## src/logic/exec_subset_map.svh

```systemverilog
/*
 * constants of the instruction subset executor: operation codes, register offsets, field positions and reset values
 * assumes inclusion by the package, the executor and its bench; guarded against double inclusion
 */
`ifndef EXEC_SUBSET_MAP_SVH
`define EXEC_SUBSET_MAP_SVH
// operation codes written to the command register
`define OP_RETURN 4'h1
`define OP_HALT 4'h2
`define OP_LIT_MINUS_ACC 4'h3
`define OP_XOR_LIT_ACC 4'h4
`define OP_FILE_MINUS_ACC 4'h5
`define OP_XOR_FILE_ACC 4'h6
`define OP_NIBBLE_EXCHANGE 4'h7
// register byte addresses
`define ADDR_CMD 8'h00
`define ADDR_ACC 8'h04
`define ADDR_STATUS 8'h08
`define ADDR_FILE_WIN 8'h0c
`define ADDR_STACK 8'h10
`define ADDR_PC 8'h14
`define ADDR_WAKE 8'h18
// command register fields
`define CMD_OP_LSB 0
`define CMD_DEST_BIT 4
`define CMD_FADDR_LSB 8
`define CMD_LIT_LSB 16
// status register fields
`define ST_C 0
`define ST_DC 1
`define ST_Z 2
`define ST_PD 3
`define ST_TO 4
`define ST_SLEEP 5
`define ST_BUSY 6
// reset values
`define RST_ACC 8'h00
`define RST_PC 13'h0000
`define RST_WDT 8'h00
`define RST_PRESC 8'h00
// cycle counts
`define CYC_TWO_CYCLE 2'h2
`define CYC_ONE_CYCLE 2'h1
`endif

```

## src/logic/exec_subset_pkg.sv

```systemverilog
/*
 * types of the instruction subset executor
 * assumes the map header is on the include path
 */
`default_nettype none
`include "exec_subset_map.svh"
package exec_subset_pkg;
    typedef enum logic [1:0] {ST_IDLE, ST_EXEC, ST_SLEEP} phase_t;
    typedef struct packed {
        phase_t phase;
        logic [1:0] cyc;
        logic [3:0] op;
        logic dest;
        logic [6:0] faddr;
        logic [7:0] lit;
        logic [7:0] acc;
        logic c;
        logic dc;
        logic z;
        logic to_n;
        logic pd_n;
        logic [7:0] wdt;
        logic [7:0] presc;
        logic [12:0] pc;
        logic [2:0] sp;
        logic awready;
        logic wready;
        logic bvalid;
        logic arready;
        logic rvalid;
        logic [31:0] rdata;
        logic [1:0] bresp;
        logic [1:0] rresp;
        logic have_aw;
        logic have_w;
        logic [7:0] awaddr;
        logic [31:0] wdata;
        logic [3:0] wstrb;
        logic awake;
    } state_t;
endpackage
`default_nettype wire

```

## src/logic/exec_subset.sv

```systemverilog
/*
 * instruction subset executor with an axi4-lite slave for commands and state
 * assumes one clock, synchronous active-low reset, a well-behaved axi4-lite master
 */
// The placing of the registers and the AXI4-Lite interface to the registers are this design's own decisions.
// Function
// - return pops stack, loads pc from stack head, two cycles, flags kept
// - halt clears watchdog and prescaler, sets timeout flag, clears powerdown flag
// - after halt the core sleeps and stops executing
// - literal minus accumulator into accumulator, updates carry, digit carry, zero
// - literal xor accumulator into accumulator, updates zero only
// - file minus accumulator, 7-bit file address, updates carry, digit carry, zero
// - file xor accumulator to chosen destination, updates zero only
// - nibble exchange of file register to destination, no flag changes
// - destination bit 0 selects accumulator, 1 selects file register
`timescale 1ns/100ps
`default_nettype none
`include "exec_subset_map.svh"
module exec_subset (
    input wire logic aclk,
    input wire logic aresetn,
    input wire logic [7:0] s_axi_awaddr,
    input wire logic s_axi_awvalid,
    output logic s_axi_awready,
    input wire logic [31:0] s_axi_wdata,
    input wire logic [3:0] s_axi_wstrb,
    input wire logic s_axi_wvalid,
    output logic s_axi_wready,
    output logic [1:0] s_axi_bresp,
    output logic s_axi_bvalid,
    input wire logic s_axi_bready,
    input wire logic [7:0] s_axi_araddr,
    input wire logic s_axi_arvalid,
    output logic s_axi_arready,
    output logic [31:0] s_axi_rdata,
    output logic [1:0] s_axi_rresp,
    output logic s_axi_rvalid,
    input wire logic s_axi_rready,
    output logic osc_run,
    output logic [12:0] pc_out
);
    // register map, byte addresses, one 32-bit word each:
    // 0x00 command: op [3:0], destination [4], file address [14:8], literal [23:16]
    // 0x04 accumulator [7:0]
    // 0x08 status: carry, digit carry, zero, powerdown, timeout, sleep, busy from bit 0 up
    // 0x0c file window: write puts [7:0] at file [14:8], read gives the last command's file
    // 0x10 stack: write pushes [12:0], read gives watchdog [15:8] and stack pointer [2:0]
    // 0x14 program counter [12:0]
    // 0x18 wake: write leaves sleep, read gives the prescaler
    // unmapped addresses answer with a decode error, a refused command with a slave error
    exec_subset_pkg::state_t s_reg;
    exec_subset_pkg::state_t s_next;
    // file registers and return stack are memories, written through one port each
    logic [7:0] file_mem [0:127];
    logic [12:0] stack_mem [0:7];
    logic file_we;
    logic [6:0] file_wa;
    logic [7:0] file_wd;
    logic stack_we;
    logic [2:0] stack_wa;
    logic [12:0] stack_wd;

    // combined next-state logic: bus slave plus executor
    always_comb begin
        logic [8:0] diff;
        logic [4:0] ldiff;
        logic [7:0] opa;
        logic [7:0] res;
        logic [7:0] fval;
        logic [31:0] wd;
        s_next = s_reg;
        diff = 9'h000;
        ldiff = 5'h00;
        opa = 8'h00;
        res = 8'h00;
        fval = file_mem[s_reg.faddr];
        wd = s_reg.wdata;
        // no memory write unless a register write or a result asks for one
        file_we = 1'b0;
        file_wa = s_reg.faddr;
        file_wd = 8'h00;
        stack_we = 1'b0;
        stack_wa = s_reg.sp;
        stack_wd = 13'h0000;
        // write channel capture
        if (s_reg.awready && s_axi_awvalid) begin
            s_next.awready = 1'b0;
            s_next.have_aw = 1'b1;
            s_next.awaddr = s_axi_awaddr;
        end
        if (s_reg.wready && s_axi_wvalid) begin
            s_next.wready = 1'b0;
            s_next.have_w = 1'b1;
            s_next.wdata = s_axi_wdata;
            s_next.wstrb = s_axi_wstrb;
        end
        // response taken: address and data channels open again
        if (s_reg.bvalid && s_axi_bready) begin
            s_next.bvalid = 1'b0;
            s_next.awready = 1'b1;
            s_next.wready = 1'b1;
        end
        // execute register write once both halves are held
        if (s_reg.have_aw && s_reg.have_w && !s_reg.bvalid) begin
            s_next.have_aw = 1'b0;
            s_next.have_w = 1'b0;
            s_next.bvalid = 1'b1;
            s_next.bresp = 2'h0;
            // decode of the register written
            case (s_reg.awaddr)
                `ADDR_CMD: begin
                    if (s_reg.phase == exec_subset_pkg::ST_IDLE && s_reg.wstrb != 4'h0) begin
                        s_next.op = wd[`CMD_OP_LSB +: 4];
                        s_next.dest = wd[`CMD_DEST_BIT];
                        s_next.faddr = wd[`CMD_FADDR_LSB +: 7];
                        s_next.lit = wd[`CMD_LIT_LSB +: 8];
                        s_next.phase = exec_subset_pkg::ST_EXEC;
                        s_next.cyc = 2'h0;
                    end else begin
                        s_next.bresp = 2'h2; // busy, asleep or no byte strobe
                    end
                end
                `ADDR_ACC: s_next.acc = wd[7:0];
                `ADDR_FILE_WIN: begin
                    file_we = 1'b1;
                    file_wa = wd[14:8];
                    file_wd = wd[7:0];
                end
                `ADDR_STACK: begin
                    // push: the stack wraps after eight entries
                    stack_we = 1'b1;
                    stack_wa = s_reg.sp;
                    stack_wd = wd[12:0];
                    s_next.sp = s_reg.sp + 3'h1;
                end
                `ADDR_PC: s_next.pc = wd[12:0];
                `ADDR_WAKE: begin
                    // only a sleeping core has anything to leave
                    if (s_reg.phase == exec_subset_pkg::ST_SLEEP) begin
                        s_next.phase = exec_subset_pkg::ST_IDLE;
                    end
                end
                `ADDR_STATUS: begin
                    // software may preset the three arithmetic flags only
                    s_next.c = wd[`ST_C];
                    s_next.dc = wd[`ST_DC];
                    s_next.z = wd[`ST_Z];
                end
                default: s_next.bresp = 2'h3;
            endcase
        end
        // read channel
        if (s_reg.rvalid && s_axi_rready) begin
            s_next.rvalid = 1'b0;
            s_next.arready = 1'b1;
        end
        // address taken: the registered view answers one edge later
        if (s_reg.arready && s_axi_arvalid) begin
            s_next.arready = 1'b0;
            s_next.rvalid = 1'b1;
            s_next.rresp = 2'h0;
            s_next.rdata = 32'h00000000;
            case (s_axi_araddr)
                `ADDR_CMD: s_next.rdata = {8'h00, s_reg.lit, 1'b0, s_reg.faddr, 3'h0, s_reg.dest, s_reg.op};
                `ADDR_ACC: s_next.rdata = {24'h000000, s_reg.acc};
                `ADDR_STATUS: s_next.rdata = {25'h0000000, s_reg.phase != exec_subset_pkg::ST_IDLE,
                    s_reg.phase == exec_subset_pkg::ST_SLEEP, s_reg.to_n, s_reg.pd_n, s_reg.z, s_reg.dc, s_reg.c};
                `ADDR_FILE_WIN: s_next.rdata = {24'h000000, fval};
                `ADDR_STACK: s_next.rdata = {16'h0000, s_reg.wdt, 5'h00, s_reg.sp};
                `ADDR_PC: s_next.rdata = {19'h00000, s_reg.pc};
                `ADDR_WAKE: s_next.rdata = {24'h000000, s_reg.presc};
                default: s_next.rresp = 2'h3;
            endcase
        end
        // free-running watchdog while awake
        if (s_reg.phase != exec_subset_pkg::ST_SLEEP) begin
            s_next.presc = s_reg.presc + 8'h01;
            if (s_reg.presc == 8'hff) s_next.wdt = s_reg.wdt + 8'h01;
        end
        // instruction execution
        if (s_reg.phase == exec_subset_pkg::ST_EXEC) begin
            s_next.phase = exec_subset_pkg::ST_IDLE;
            s_next.pc = s_reg.pc + 13'h0001;
            opa = (s_reg.op == `OP_LIT_MINUS_ACC || s_reg.op == `OP_XOR_LIT_ACC) ? s_reg.lit : fval;
            // both subtractions share one nine-bit and one five-bit subtractor
            diff = {1'b0, opa} - {1'b0, s_reg.acc};
            ldiff = {1'b0, opa[3:0]} - {1'b0, s_reg.acc[3:0]};
            // each instruction updates only its own flags, the rest keep their value
            case (s_reg.op)
                `OP_RETURN: begin
                    // second cycle loads pc from stack head
                    if (s_reg.cyc == `CYC_ONE_CYCLE) begin
                        s_next.pc = stack_mem[s_reg.sp - 3'h1];
                        s_next.sp = s_reg.sp - 3'h1;
                    end else begin
                        s_next.pc = s_reg.pc;
                        s_next.cyc = s_reg.cyc + 2'h1;
                        s_next.phase = exec_subset_pkg::ST_EXEC;
                    end
                end
                `OP_HALT: begin
                    // clear the watchdog chain and mark the power-down entry
                    s_next.wdt = `RST_WDT;
                    s_next.presc = `RST_PRESC;
                    s_next.to_n = 1'b1;
                    s_next.pd_n = 1'b0;
                    s_next.phase = exec_subset_pkg::ST_SLEEP;
                end
                `OP_LIT_MINUS_ACC, `OP_FILE_MINUS_ACC: begin
                    // carries are inverted borrows
                    res = diff[7:0];
                    s_next.c = ~diff[8];
                    s_next.dc = ~ldiff[4];
                    s_next.z = (res == 8'h00);
                end
                `OP_XOR_LIT_ACC, `OP_XOR_FILE_ACC: begin
                    // carry and digit carry are left alone
                    res = s_reg.acc ^ opa;
                    s_next.z = (res == 8'h00);
                end
                `OP_NIBBLE_EXCHANGE: begin
                    // no flag is touched by the exchange
                    res = {fval[3:0], fval[7:4]};
                end
                default: res = 8'h00;
            endcase
            // destination routing
            // literal forms always write the accumulator
            if (s_reg.op == `OP_LIT_MINUS_ACC || s_reg.op == `OP_XOR_LIT_ACC) begin
                s_next.acc = res;
            end else if (s_reg.op == `OP_FILE_MINUS_ACC || s_reg.op == `OP_XOR_FILE_ACC
                    || s_reg.op == `OP_NIBBLE_EXCHANGE) begin
                if (s_reg.dest) begin
                    file_we = 1'b1;
                    file_wa = s_reg.faddr;
                    file_wd = res;
                end else begin
                    s_next.acc = res;
                end
            end
        end
        // synchronous reset of control state
        // file registers and stack contents are left as they are
        if (!aresetn) begin
            s_next.phase = exec_subset_pkg::ST_IDLE;
            s_next.cyc = 2'h0;
            s_next.op = 4'h0;
            s_next.dest = 1'b0;
            s_next.faddr = 7'h00;
            s_next.lit = 8'h00;
            s_next.acc = `RST_ACC;
            s_next.c = 1'b0;
            s_next.dc = 1'b0;
            s_next.z = 1'b0;
            s_next.to_n = 1'b1;
            s_next.pd_n = 1'b1;
            s_next.wdt = `RST_WDT;
            s_next.presc = `RST_PRESC;
            s_next.pc = `RST_PC;
            s_next.sp = 3'h0;
            s_next.awready = 1'b1;
            s_next.wready = 1'b1;
            s_next.bvalid = 1'b0;
            s_next.arready = 1'b1;
            s_next.rvalid = 1'b0;
            s_next.rdata = 32'h00000000;
            s_next.bresp = 2'h0;
            s_next.rresp = 2'h0;
            s_next.have_aw = 1'b0;
            s_next.have_w = 1'b0;
            s_next.awaddr = 8'h00;
            s_next.wdata = 32'h00000000;
            s_next.wstrb = 4'h0;
            file_we = 1'b0;
            stack_we = 1'b0;
        end
        // oscillator level registered so the pin comes straight from a flop
        s_next.awake = (s_next.phase != exec_subset_pkg::ST_SLEEP);
    end

    // state register and the two memories
    always_ff @(posedge aclk) begin
        s_reg <= s_next;
        if (file_we) begin
            file_mem[file_wa] <= file_wd;
        end
        if (stack_we) begin
            stack_mem[stack_wa] <= stack_wd;
        end
    end

    // outputs straight from the state flops
    assign s_axi_awready = s_reg.awready;
    assign s_axi_wready = s_reg.wready;
    assign s_axi_bvalid = s_reg.bvalid;
    assign s_axi_bresp = s_reg.bresp;
    assign s_axi_arready = s_reg.arready;
    assign s_axi_rvalid = s_reg.rvalid;
    assign s_axi_rdata = s_reg.rdata;
    assign s_axi_rresp = s_reg.rresp;
    // oscillator level and program counter for the neighbouring core logic
    assign osc_run = s_reg.awake;
    assign pc_out = s_reg.pc;
endmodule // exec_subset
`default_nettype wire

```

## config.mk

```make
export PLATFORM = sky130hd
export DESIGN_NAME = exec_subset
export DESIGN_NICKNAME = d
export VERILOG_FILES = /design/src/logic/exec_subset_pkg.sv /design/src/logic/exec_subset.sv
export VERILOG_INCLUDE_DIRS = /design/src /design/src/logic
export SDC_FILE = /design/constraint.sdc
export NUM_CORES = 1
export LEC_CHECK = 0
export ABC_CLOCK_PERIOD_IN_PS = 9700
export BUFFER_PORTS_ARGS = -buffer_cell sky130_fd_sc_hd__buf_2
export CORE_MARGIN = 2
export CORE_UTILIZATION = 50
export DETAILED_ROUTE_END_ITERATION = 8
export PLACE_DENSITY = 0.7
export REMOVE_ABC_BUFFERS = 1
export SLEW_MARGIN = 25
export SYNTH_ARGS = -nofsm -noshare
export SYNTH_HDL_FRONTEND = slang
export SYNTH_SLANG_ARGS = --single-unit
export TNS_END_PERCENT = 50
```

## constraint.sdc

```tcl
create_clock -name aclk -period 9.7 [get_ports aclk]
set_input_delay 0 -clock aclk [delete_from_list [all_inputs] [get_ports aclk]]
set_output_delay 0 -clock aclk [all_outputs]
set_load 0.005 [all_outputs]
```

### Yosys cells after proc, flatten, opt, wreduce, memory -nomap -nowiden

Memory sizes are Yosys's and may differ from the RTL's. A register that Yosys moved wholly into a read port is not among the register bits.
Cells that the tools add are included.

* flip-flop bits (word level): 156
* input port bits: 59
* bits in writable memories: 1128
* memories: 2
* output and inout bits: 55

* mux-type cells: 76
* bitwise logic cells: 4
* eq/ne operators: 26
* reductions and logical operators: 32
* add/subtract/negate cells: 8

Memories
* file_mem: words 128, bits a word 8, rd ports 1, clocked after Yosys merged registers in 1, wr ports 1, line exec_subset.sv:54 `logic [7:0] file_mem [0:127];`
* stack_mem: words 8, bits a word 13, rd ports 1, clocked after Yosys merged registers in 0, wr ports 1, line exec_subset.sv:55 `logic [12:0] stack_mem [0:7];`

Operators with widths (number)
* 24-bit case mux with 7 select lines: 1
* 156-bit 2-to-1 mux: 1
* 8-bit 2-to-1 mux: 13
* 7-bit 2-to-1 mux: 8
* 13-bit 2-to-1 mux: 4
* 8-bit by 5-bit == test with 1-bit output (second input constant): 6
* 16-bit 2-to-1 mux: 3
* 45-bit 2-to-1 mux: 1
* 36-bit 2-to-1 mux: 1
* 35-bit 2-to-1 mux: 1
* 34-bit 2-to-1 mux: 1
* 8-bit by 4-bit == test with 1-bit output (second input constant): 4
* 8-bit zero test: 4
* 24-bit 2-to-1 mux: 1
* 8-bit case mux with 3 select lines: 1
* 22-bit 2-to-1 mux: 1
* 1-bit 2-to-1 mux: 19
* 2-bit 2-to-1 mux: 9
* 17-bit 2-to-1 mux: 1
* 8-bit by 1-bit adder with 8-bit output (second input constant): 2
* 4-bit by 3-bit == test with 1-bit output (second input constant): 4
* 8-bit by 3-bit == test with 1-bit output (second input constant): 2
* 3-bit 2-to-1 mux: 5
* 13-bit by 1-bit adder with 13-bit output (second input constant): 1
* 28 further kinds: 52

### Logic depth before layout (Yosys ltp)

Gate-level depths: netlist of run 1.

* word-level depth: 11
* gate-level depth with buffers: 22
* mapped depth without buffers: 18

### Least setup slack after synthesis of run 1

Ideal clock, no wire load.

* kind: reg2reg
* from: reg (tool-made name)
* to: mem file_mem[0][4], data pin
* library setup time: 1.197 ns
* buffers on the path: 3
* period minus slack after synthesis: 9.888 ns
* stages on the path, launching flop included: 19
* path slack: -0.188 ns
* data arrival time: 8.691 ns
* required time: 8.503 ns
* cell sequence: dfxtp_1 buf_6 buf_4 buf_4 mux4_2 mux2_2 o221ai_1 a221o_1 nand4_1 mux2i_1 ha_1 inv_1 fa_1 a21o_1 a21oi_1 nand3_1 nand2_1 a21oi_1 o21ai_0

RTL lines (line)
* end, declared: exec_subset.sv:54

==> results of run 1 <==
-- logic make-up after synthesis --
group                    share of synthesized area [%]
flip-flops                                        71.1
AND/OR/NAND/NOR                                   6.56
XOR/XNOR                                         0.609
buffers and inverters                             2.58
adder cells (fa/ha/maj)                          0.426
AO/OA/AOI/OAI                                     4.51
other                                          0.00725
multiplexers                                      14.2
-- stage by stage --
stage                     utilization (%)  power, mW
after floorplan                         -       6.07
after global placement               52.0       6.12
after detailed placement             52.0       6.12
after CTS                            56.6       10.9
after global routing                 56.7       11.2
final                                56.7       10.9
-- final timing paths --
check,from,endpoint,slack [ns],cells after the start
hold / removal,s_axi_araddr[6],s_axi_rdata[11],0.06,6
setup / recovery,register,file_mem[117][6],2.60,19
hold reg to reg,s_reg[27],s_reg[139],0.45,2
setup reg to reg,register,file_mem[117][6],2.60,19
-- final cells by class --
type	count	area, um2	area share [%]
flip-flops and latches	1273	36800	63.0
clock inverters	85	950	1.63
repair buffers	233	1840	3.15
clock buffers	142	3160	5.41
well taps	1380	1730	2.96
multi-input cells	1553	13800	23.7
diodes	2	5.00	0.00857
inverters	25	93.8	0.161
-- layer usage --
layer | vias up | part of all wire, % | global-route usage (%)
met5 | - | 0 | 0
met4 | 0 | 3.9 | 9.71
met3 | 298 | 8.5 | 4.31
met2 | 1562 | 49 | 39.6
met1 | 15000 | 39 | 33.7
li1 | 12400 | - | -
-- repair_timing --
action,in CTS,in global routing
hold buffers,65,0
endpoints found under the setup margin,0,0
gates resized for setup,0,0
endpoints found under the hold margin,86,0
-- cells in the final DEF (no fill, tap or decap), types with 18 or more instances in the layout --
cell type and n:
a21oi_1 101, a22oi_1 30, a31oi_1 18, and2_1 20, buf_2 96, buf_4 60
bufinv_16 19, clkbuf_16 120, clkinv_1 27, clkinv_2 24, dfxtp_1 138, dlygate4sd3_1 65
edfxtp_1 1128, inv_1 23, mux2_2 59, mux2i_1 61, mux4_2 270, nand2_1 250
nand2b_1 25, nand3_1 62, nor2_1 238, nor3_1 29, o21ai_0 57, o22ai_1 22
xor2_1 19
-- worst reg2reg max path: cells and delay by family (launching register included) --
kind	cells	cell delay, ns
fa+ha+maj	2	0.67
simple gates	1	0.37
mux	3	1.31
compound gates	10	2.50
buf+inv	3	0.99
flops	1	0.85
-- power groups by stage --
stage | clock network [mW] | registers (mW) | logic, mW
5_1_grt | 5.13 | 5.91 | 0.131
3_3_place_gp | 0 | 6.02 | 0.0923
2_1_floorplan | 0 | 6.02 | 0.0538
6_report | 4.87 | 5.91 | 0.123
3_5_place_dp | 0 | 6.02 | 0.0952
4_1_cts | 4.91 | 5.91 | 0.116
==> reports/qor.yml, run 1 <==
vias: 29300
switchingPower_mw: 2.14
hold_viol: 0
drt_pass1_iterations: 8
min_path_type: "in2reg"
root_buffer: "clkbuf_16"
drv_slew: 0
start_kind: "register"
cts_max_level: 3
ys_async_sr_fraction_pct: 0
clock_power_share_pct: 44.7
cts_buffers: 120
slowest_stage: "dfxtp_4"
tns_ns: 0
start_util_pct: 50.2
dp_slack_ns: 2.71
top_level_ports: 114
synth_area_leader_cell: "edfxtp_1"
gp_congestion: 0.889
p_per_area_nw_per_um2: 187
relSlewSlack_pct: 23.6
arrival_ns: 7.53
rows: 118
seq_power_share_pct: 54.2
grt_pass1_vias: 29200
die_h_um: 326
synth-edff-count: 1128
crit_top_cell: "a21oi_1"
post-route-min-period_ns: 7.10
status: "completed"
synth_common_cells: "edfxtp_1, mux4_2, nand2_1"
path_delay_family: "compound AO/OA/AOI/OAI gates"
post_cts_buffers: 0
crit_chain: "buf_4 > mux4_2 > mux2_2 > o221ai_1 > a221o_1 > nand4_1 > mux2i_1 > ha_1 > inv_1 > fa_1 > a21o_1 > a21oi_1 > o21bai_1 > a21oi_1 > a21bo_2 > o21ai_0 > o21a_1 > o21ai_4 > buf_12"
final_cells: 4693
drt_iter0_drc: 3872
synth-seq-area-share_pct: 71.1
fin_ws_ns: 2.60
wl_per_cell_um: 27.9
grt_pass1_wl_mm: 194
timing.fmax_mhz: 141
tightest_slew_ns: 1.13
swShare_pct: 19.6
end_kind: "register"
avgSynthCellArea_um2: 16.8
largest_register_ffs: 1024
worst_skew_pair.late_latency_ns: 0.73
synth_seq_cells: 1273
p_leak_nw: 18.1
area_growth_pct: 12.8
via_per_inst: 6.24
die_x_um: 326
track_usage_pct: 24.6
cts_tree: "built"
synthDistinctLibCells: 75
wl_mm: 131
path_buf_inv: 3
finalInstanceArea_um2: 58400
clk_pin_slew_ns: 0.06
ys.flop_type: "edfxtp_1"
drc: 0
synthTopCellsByArea: "edfxtp_1, mux4_2, dfxtp_1, nand2_1, nor2_1"
clockBufferDepth: 3
dpl.cell_count: 4397
clock-sinks: 1273
fin_nets: 3282
gr-total-overflow: 0
min_period_over_period_pct: 73.1
skew_ns: 0.0373
setup_violations: 0
max_stage_delay_ns: 0.85
die-area_um2: 106000
place_area_um2: 53600
synth.most_common_cell: "edfxtp_1"
crit_path_max_fanout: 116
max-cap-violations: 0
pwr-share-comb_pct: 1.1
netlist_instances: 3073
dp_hpwl_mm: 81.2
critPathKind: "reg2reg"
hold_ws_ns: 0.0585
ant_nets: 0
core_area_um2: 103000
vdd_ir_drop_max_mv: 0.175
required_ns: 10.13
yosysWarnings: 0
portBuffers: 96
antenna_found_initial: 2
syn-cell-area_um2: 51700
grt_start_max_net_pins: 129
p_int_mw: 8.77
rsz0062_at_grt: "false"
synth_top_area_share_pct: 65.5
drive_above_1_share_pct: 22.0
n_fill_cell: 7678
Power figures use the tool's default switching activity.
==> run 2: changes to the inputs <==
--- a/config.mk
+++ b/config.mk
@@ -6,7 +6,8 @@
 export SDC_FILE = /design/constraint.sdc
 export NUM_CORES = 1
 export LEC_CHECK = 0
-export ABC_CLOCK_PERIOD_IN_PS = 9700
+export ABC_AREA = 1
+export ABC_CLOCK_PERIOD_IN_PS = 5700
 export BUFFER_PORTS_ARGS = -buffer_cell sky130_fd_sc_hd__buf_2
 export CORE_MARGIN = 2
 export CORE_UTILIZATION = 50
==> constraint.sdc (replaced) <==
create_clock -name aclk -period 5.7 [get_ports aclk]
set_input_delay 0 -clock aclk [delete_from_list [all_inputs] [get_ports aclk]]
set_output_delay 0 -clock aclk [all_outputs]
set_load 0.005 [all_outputs]
==> run 2 against run 1 <==
Effect of this change:
- worst setup slack got worse by 2.2 ns
- non-clock buffer count is 68 higher
- critical endpoint is now file_mem[85][6]
- synthesized cell count grew 60%
- die area rose by 3.0%
- sequential share of layout area is 2.1 points lower
==> reports/qor.yml, run 2 <==
status: "completed"
start_kind: "register"
largest_register_ffs: 1024
grt_start_max_net_pins: 129
dp_hpwl_mm: 83.6
arrival_ns: 5.76
wl_per_cell_um: 21.4
vdd_ir_drop_max_mv: 0.277
tightest_slew_ns: 1.03
min_period_over_period_pct: 93.5
final_common_cell: "nand2_1"
die-area_um2: 109000
synth-edff-count: 1128
synthTopCellsByArea: "edfxtp_1, nand2_1, nand3_1, dfxtp_1, nor2_1"
synth_common_cells: "nand2_1, edfxtp_1, nand3_1"
die_h_um: 331
tns_ns: 0
required_ns: 6.13
gp_congestion: 0.912
synth-seq-area-share_pct: 69.0
p_per_area_nw_per_um2: 310
ys_async_sr_fraction_pct: 0
hold_viol: 0
clk_pin_slew_ns: 0.06
critPathKind: "reg2reg"
start_util_pct: 50.5
track_usage_pct: 25.2
clockBufferDepth: 3
root_buffer: "clkbuf_16"
ant_nets: 0
wl_mm: 139
synth.most_common_cell: "nand2_1"
synth_top_area_share_pct: 63.5
grt_pass1_vias: 36100
drc: 0
synthDistinctLibCells: 57
drive_above_1_share_pct: 9.62
die_x_um: 331
path_delay_family: "simple AND/OR/NAND/NOR gates"
synth_seq_cells: 1273
slowest_stage: "dfxtp_4"
netlist_instances: 4911
timing.fmax_mhz: 188
ys.flop_type: "edfxtp_1"
final_cell_mix: "nand2_1, edfxtp_1, nand3_1"
gr-total-overflow: 0
post-route-min-period_ns: 5.33
via_per_inst: 5.80
cts_max_level: 3
drt_pass1_iterations: 6
worst_skew_pair.late_latency_ns: 0.74
skew_ns: 0.0430
end_kind: "register"
drt_iter0_drc: 4152
rows: 119
avgSynthCellArea_um2: 10.9
clock-sinks: 1273
crit_path_max_fanout: 78
drv_slew: 0
antenna_found_initial: 0
core_area_um2: 106000
path_buf_inv: 5
portBuffers: 96
syn-cell-area_um2: 53300
rsz0062_at_grt: "false"
area_growth_pct: 13.3
max-cap-violations: 0
p_leak_nw: 22.5
yosysWarnings: 0
vias: 37700
power.total_mw: 18.7
synth_area_leader_cell: "edfxtp_1"
grt_pass1_wl_mm: 211
relSlewSlack_pct: 31.3
top_level_ports: 114
cts_buffers: 121
max_stage_delay_ns: 0.68
setup_violations: 0
cts_tree: "built"
min_path_type: "in2reg"
hold_ws_ns: 0.0699
crit_top_cell: "nand3_1"
fin_nets: 5077
## run 2: cell types whose count changed after synthesis, moves of 25 or more
| cell | previous run | this run |
|---|---|---|
| nand3_1 | 64 | 993 |
| mux2_2 | 59 | 0 |
| mux2i_1 | 61 | 0 |
| nand2_1 | 250 | 1324 |
| buf_1 | 13 | 47 |
| a22oi_1 | 30 | 2 |
| nor2_1 | 238 | 293 |
| inv_1 | 23 | 144 |
| clkbuf_1 | 99 | 198 |
| mux4_2 | 270 | 0 |
| o21ai_0 | 61 | 182 |
| nand2b_1 | 25 | 0 |
## run 2: what timing repair did
item	CTS	global route
hold buffers	96	0
setup buffers	0	0
setup endpoints to repair	0	105
hold endpoints to repair	61	0
gates resized for setup	0	2
## run 2: metrics by stage
step / util (%) / instances / cell area (um2) / setup slack [ns]
finish: 57.2 / 6497 / 60400 / 0.369
global route: 57.2 / 6496 / 60400 / 0.0714
CTS: 57.2 / 6496 / 60400 / 0.381
detailed placement: 52.5 / 6173 / 55400 / 0.439
global placement: 52.4 / 6172 / 55400 / 0.517
floorplan: - / 4577 / 51800 / -21.36
## run 2: worst register-to-register path, stage by stage (launching register included)
cell	delay, ns
dfxtp_4	0.68
inv_8	0.33
buf_12	0.36
nand2_1	0.10
nand3_1	0.06
nand3_1	0.10
nand3_1	0.14
nand2_1	0.11
nand2_1	0.06
nand3_1	0.19
nand3_1	0.33
a31oi_1	0.36
ha_1	0.21
inv_1	0.05
fa_1	0.42
nand3_1	0.09
nand3_1	0.15
nand3_1	0.11
nand2_1	0.08
xnor2_1	0.15
o22ai_1	0.12
inv_1	0.06
nand2_1	0.08
nand2_1	0.09
o21ai_4	0.09
buf_6	0.45
## run 2: where the power goes
group	total, mW	internal [mW]	switching [mW]
combinational	0.495	0.185	0.309
sequential	10.1	10.0	0.0402
clock	8.16	4.60	3.56
total	18.7	14.8	3.91
## run 2: final cells by class
cell class	instances	area, um2
sequential	1273	36800
multi-input combinational	3145	14600
clock inverter	86	821
antenna	1	2.50
tap	1391	1740
clock buffer	141	3250
inverter	159	619
fill	8402	45100
timing repair buffer	301	2640
## run 2: cells by family after synthesis
logic type,count (synthesis),synth area share (%)
simple gates,2703,22.0
flops,1273,69.0
buf+inv,500,4.05
compound gates,401,4.32
fa+ha+maj,17,0.413
xor+xnor,16,0.263
other cells,1,0.00703
## run 2: worst paths after layout
kind / from / to / slack (ns) / depth (start not counted)
setup / recovery: register / file_mem[85][6] / 0.37 / 25
hold / removal: s_axi_wvalid / s_reg[18] / 0.07 / 5
setup reg to reg: register / file_mem[85][6] / 0.37 / 25
hold reg to reg: s_reg[25] / s_reg[137] / 0.46 / 2
## run 2: routing by layer
layer	up-vias	share of wire (%)	global-route usage [%]
met3	309	8.8	4.26
met2	1764	47	40.0
li1	17300	-	-
met1	18300	40	34.5
met5	-	0	0
met4	0	4.2	10.8
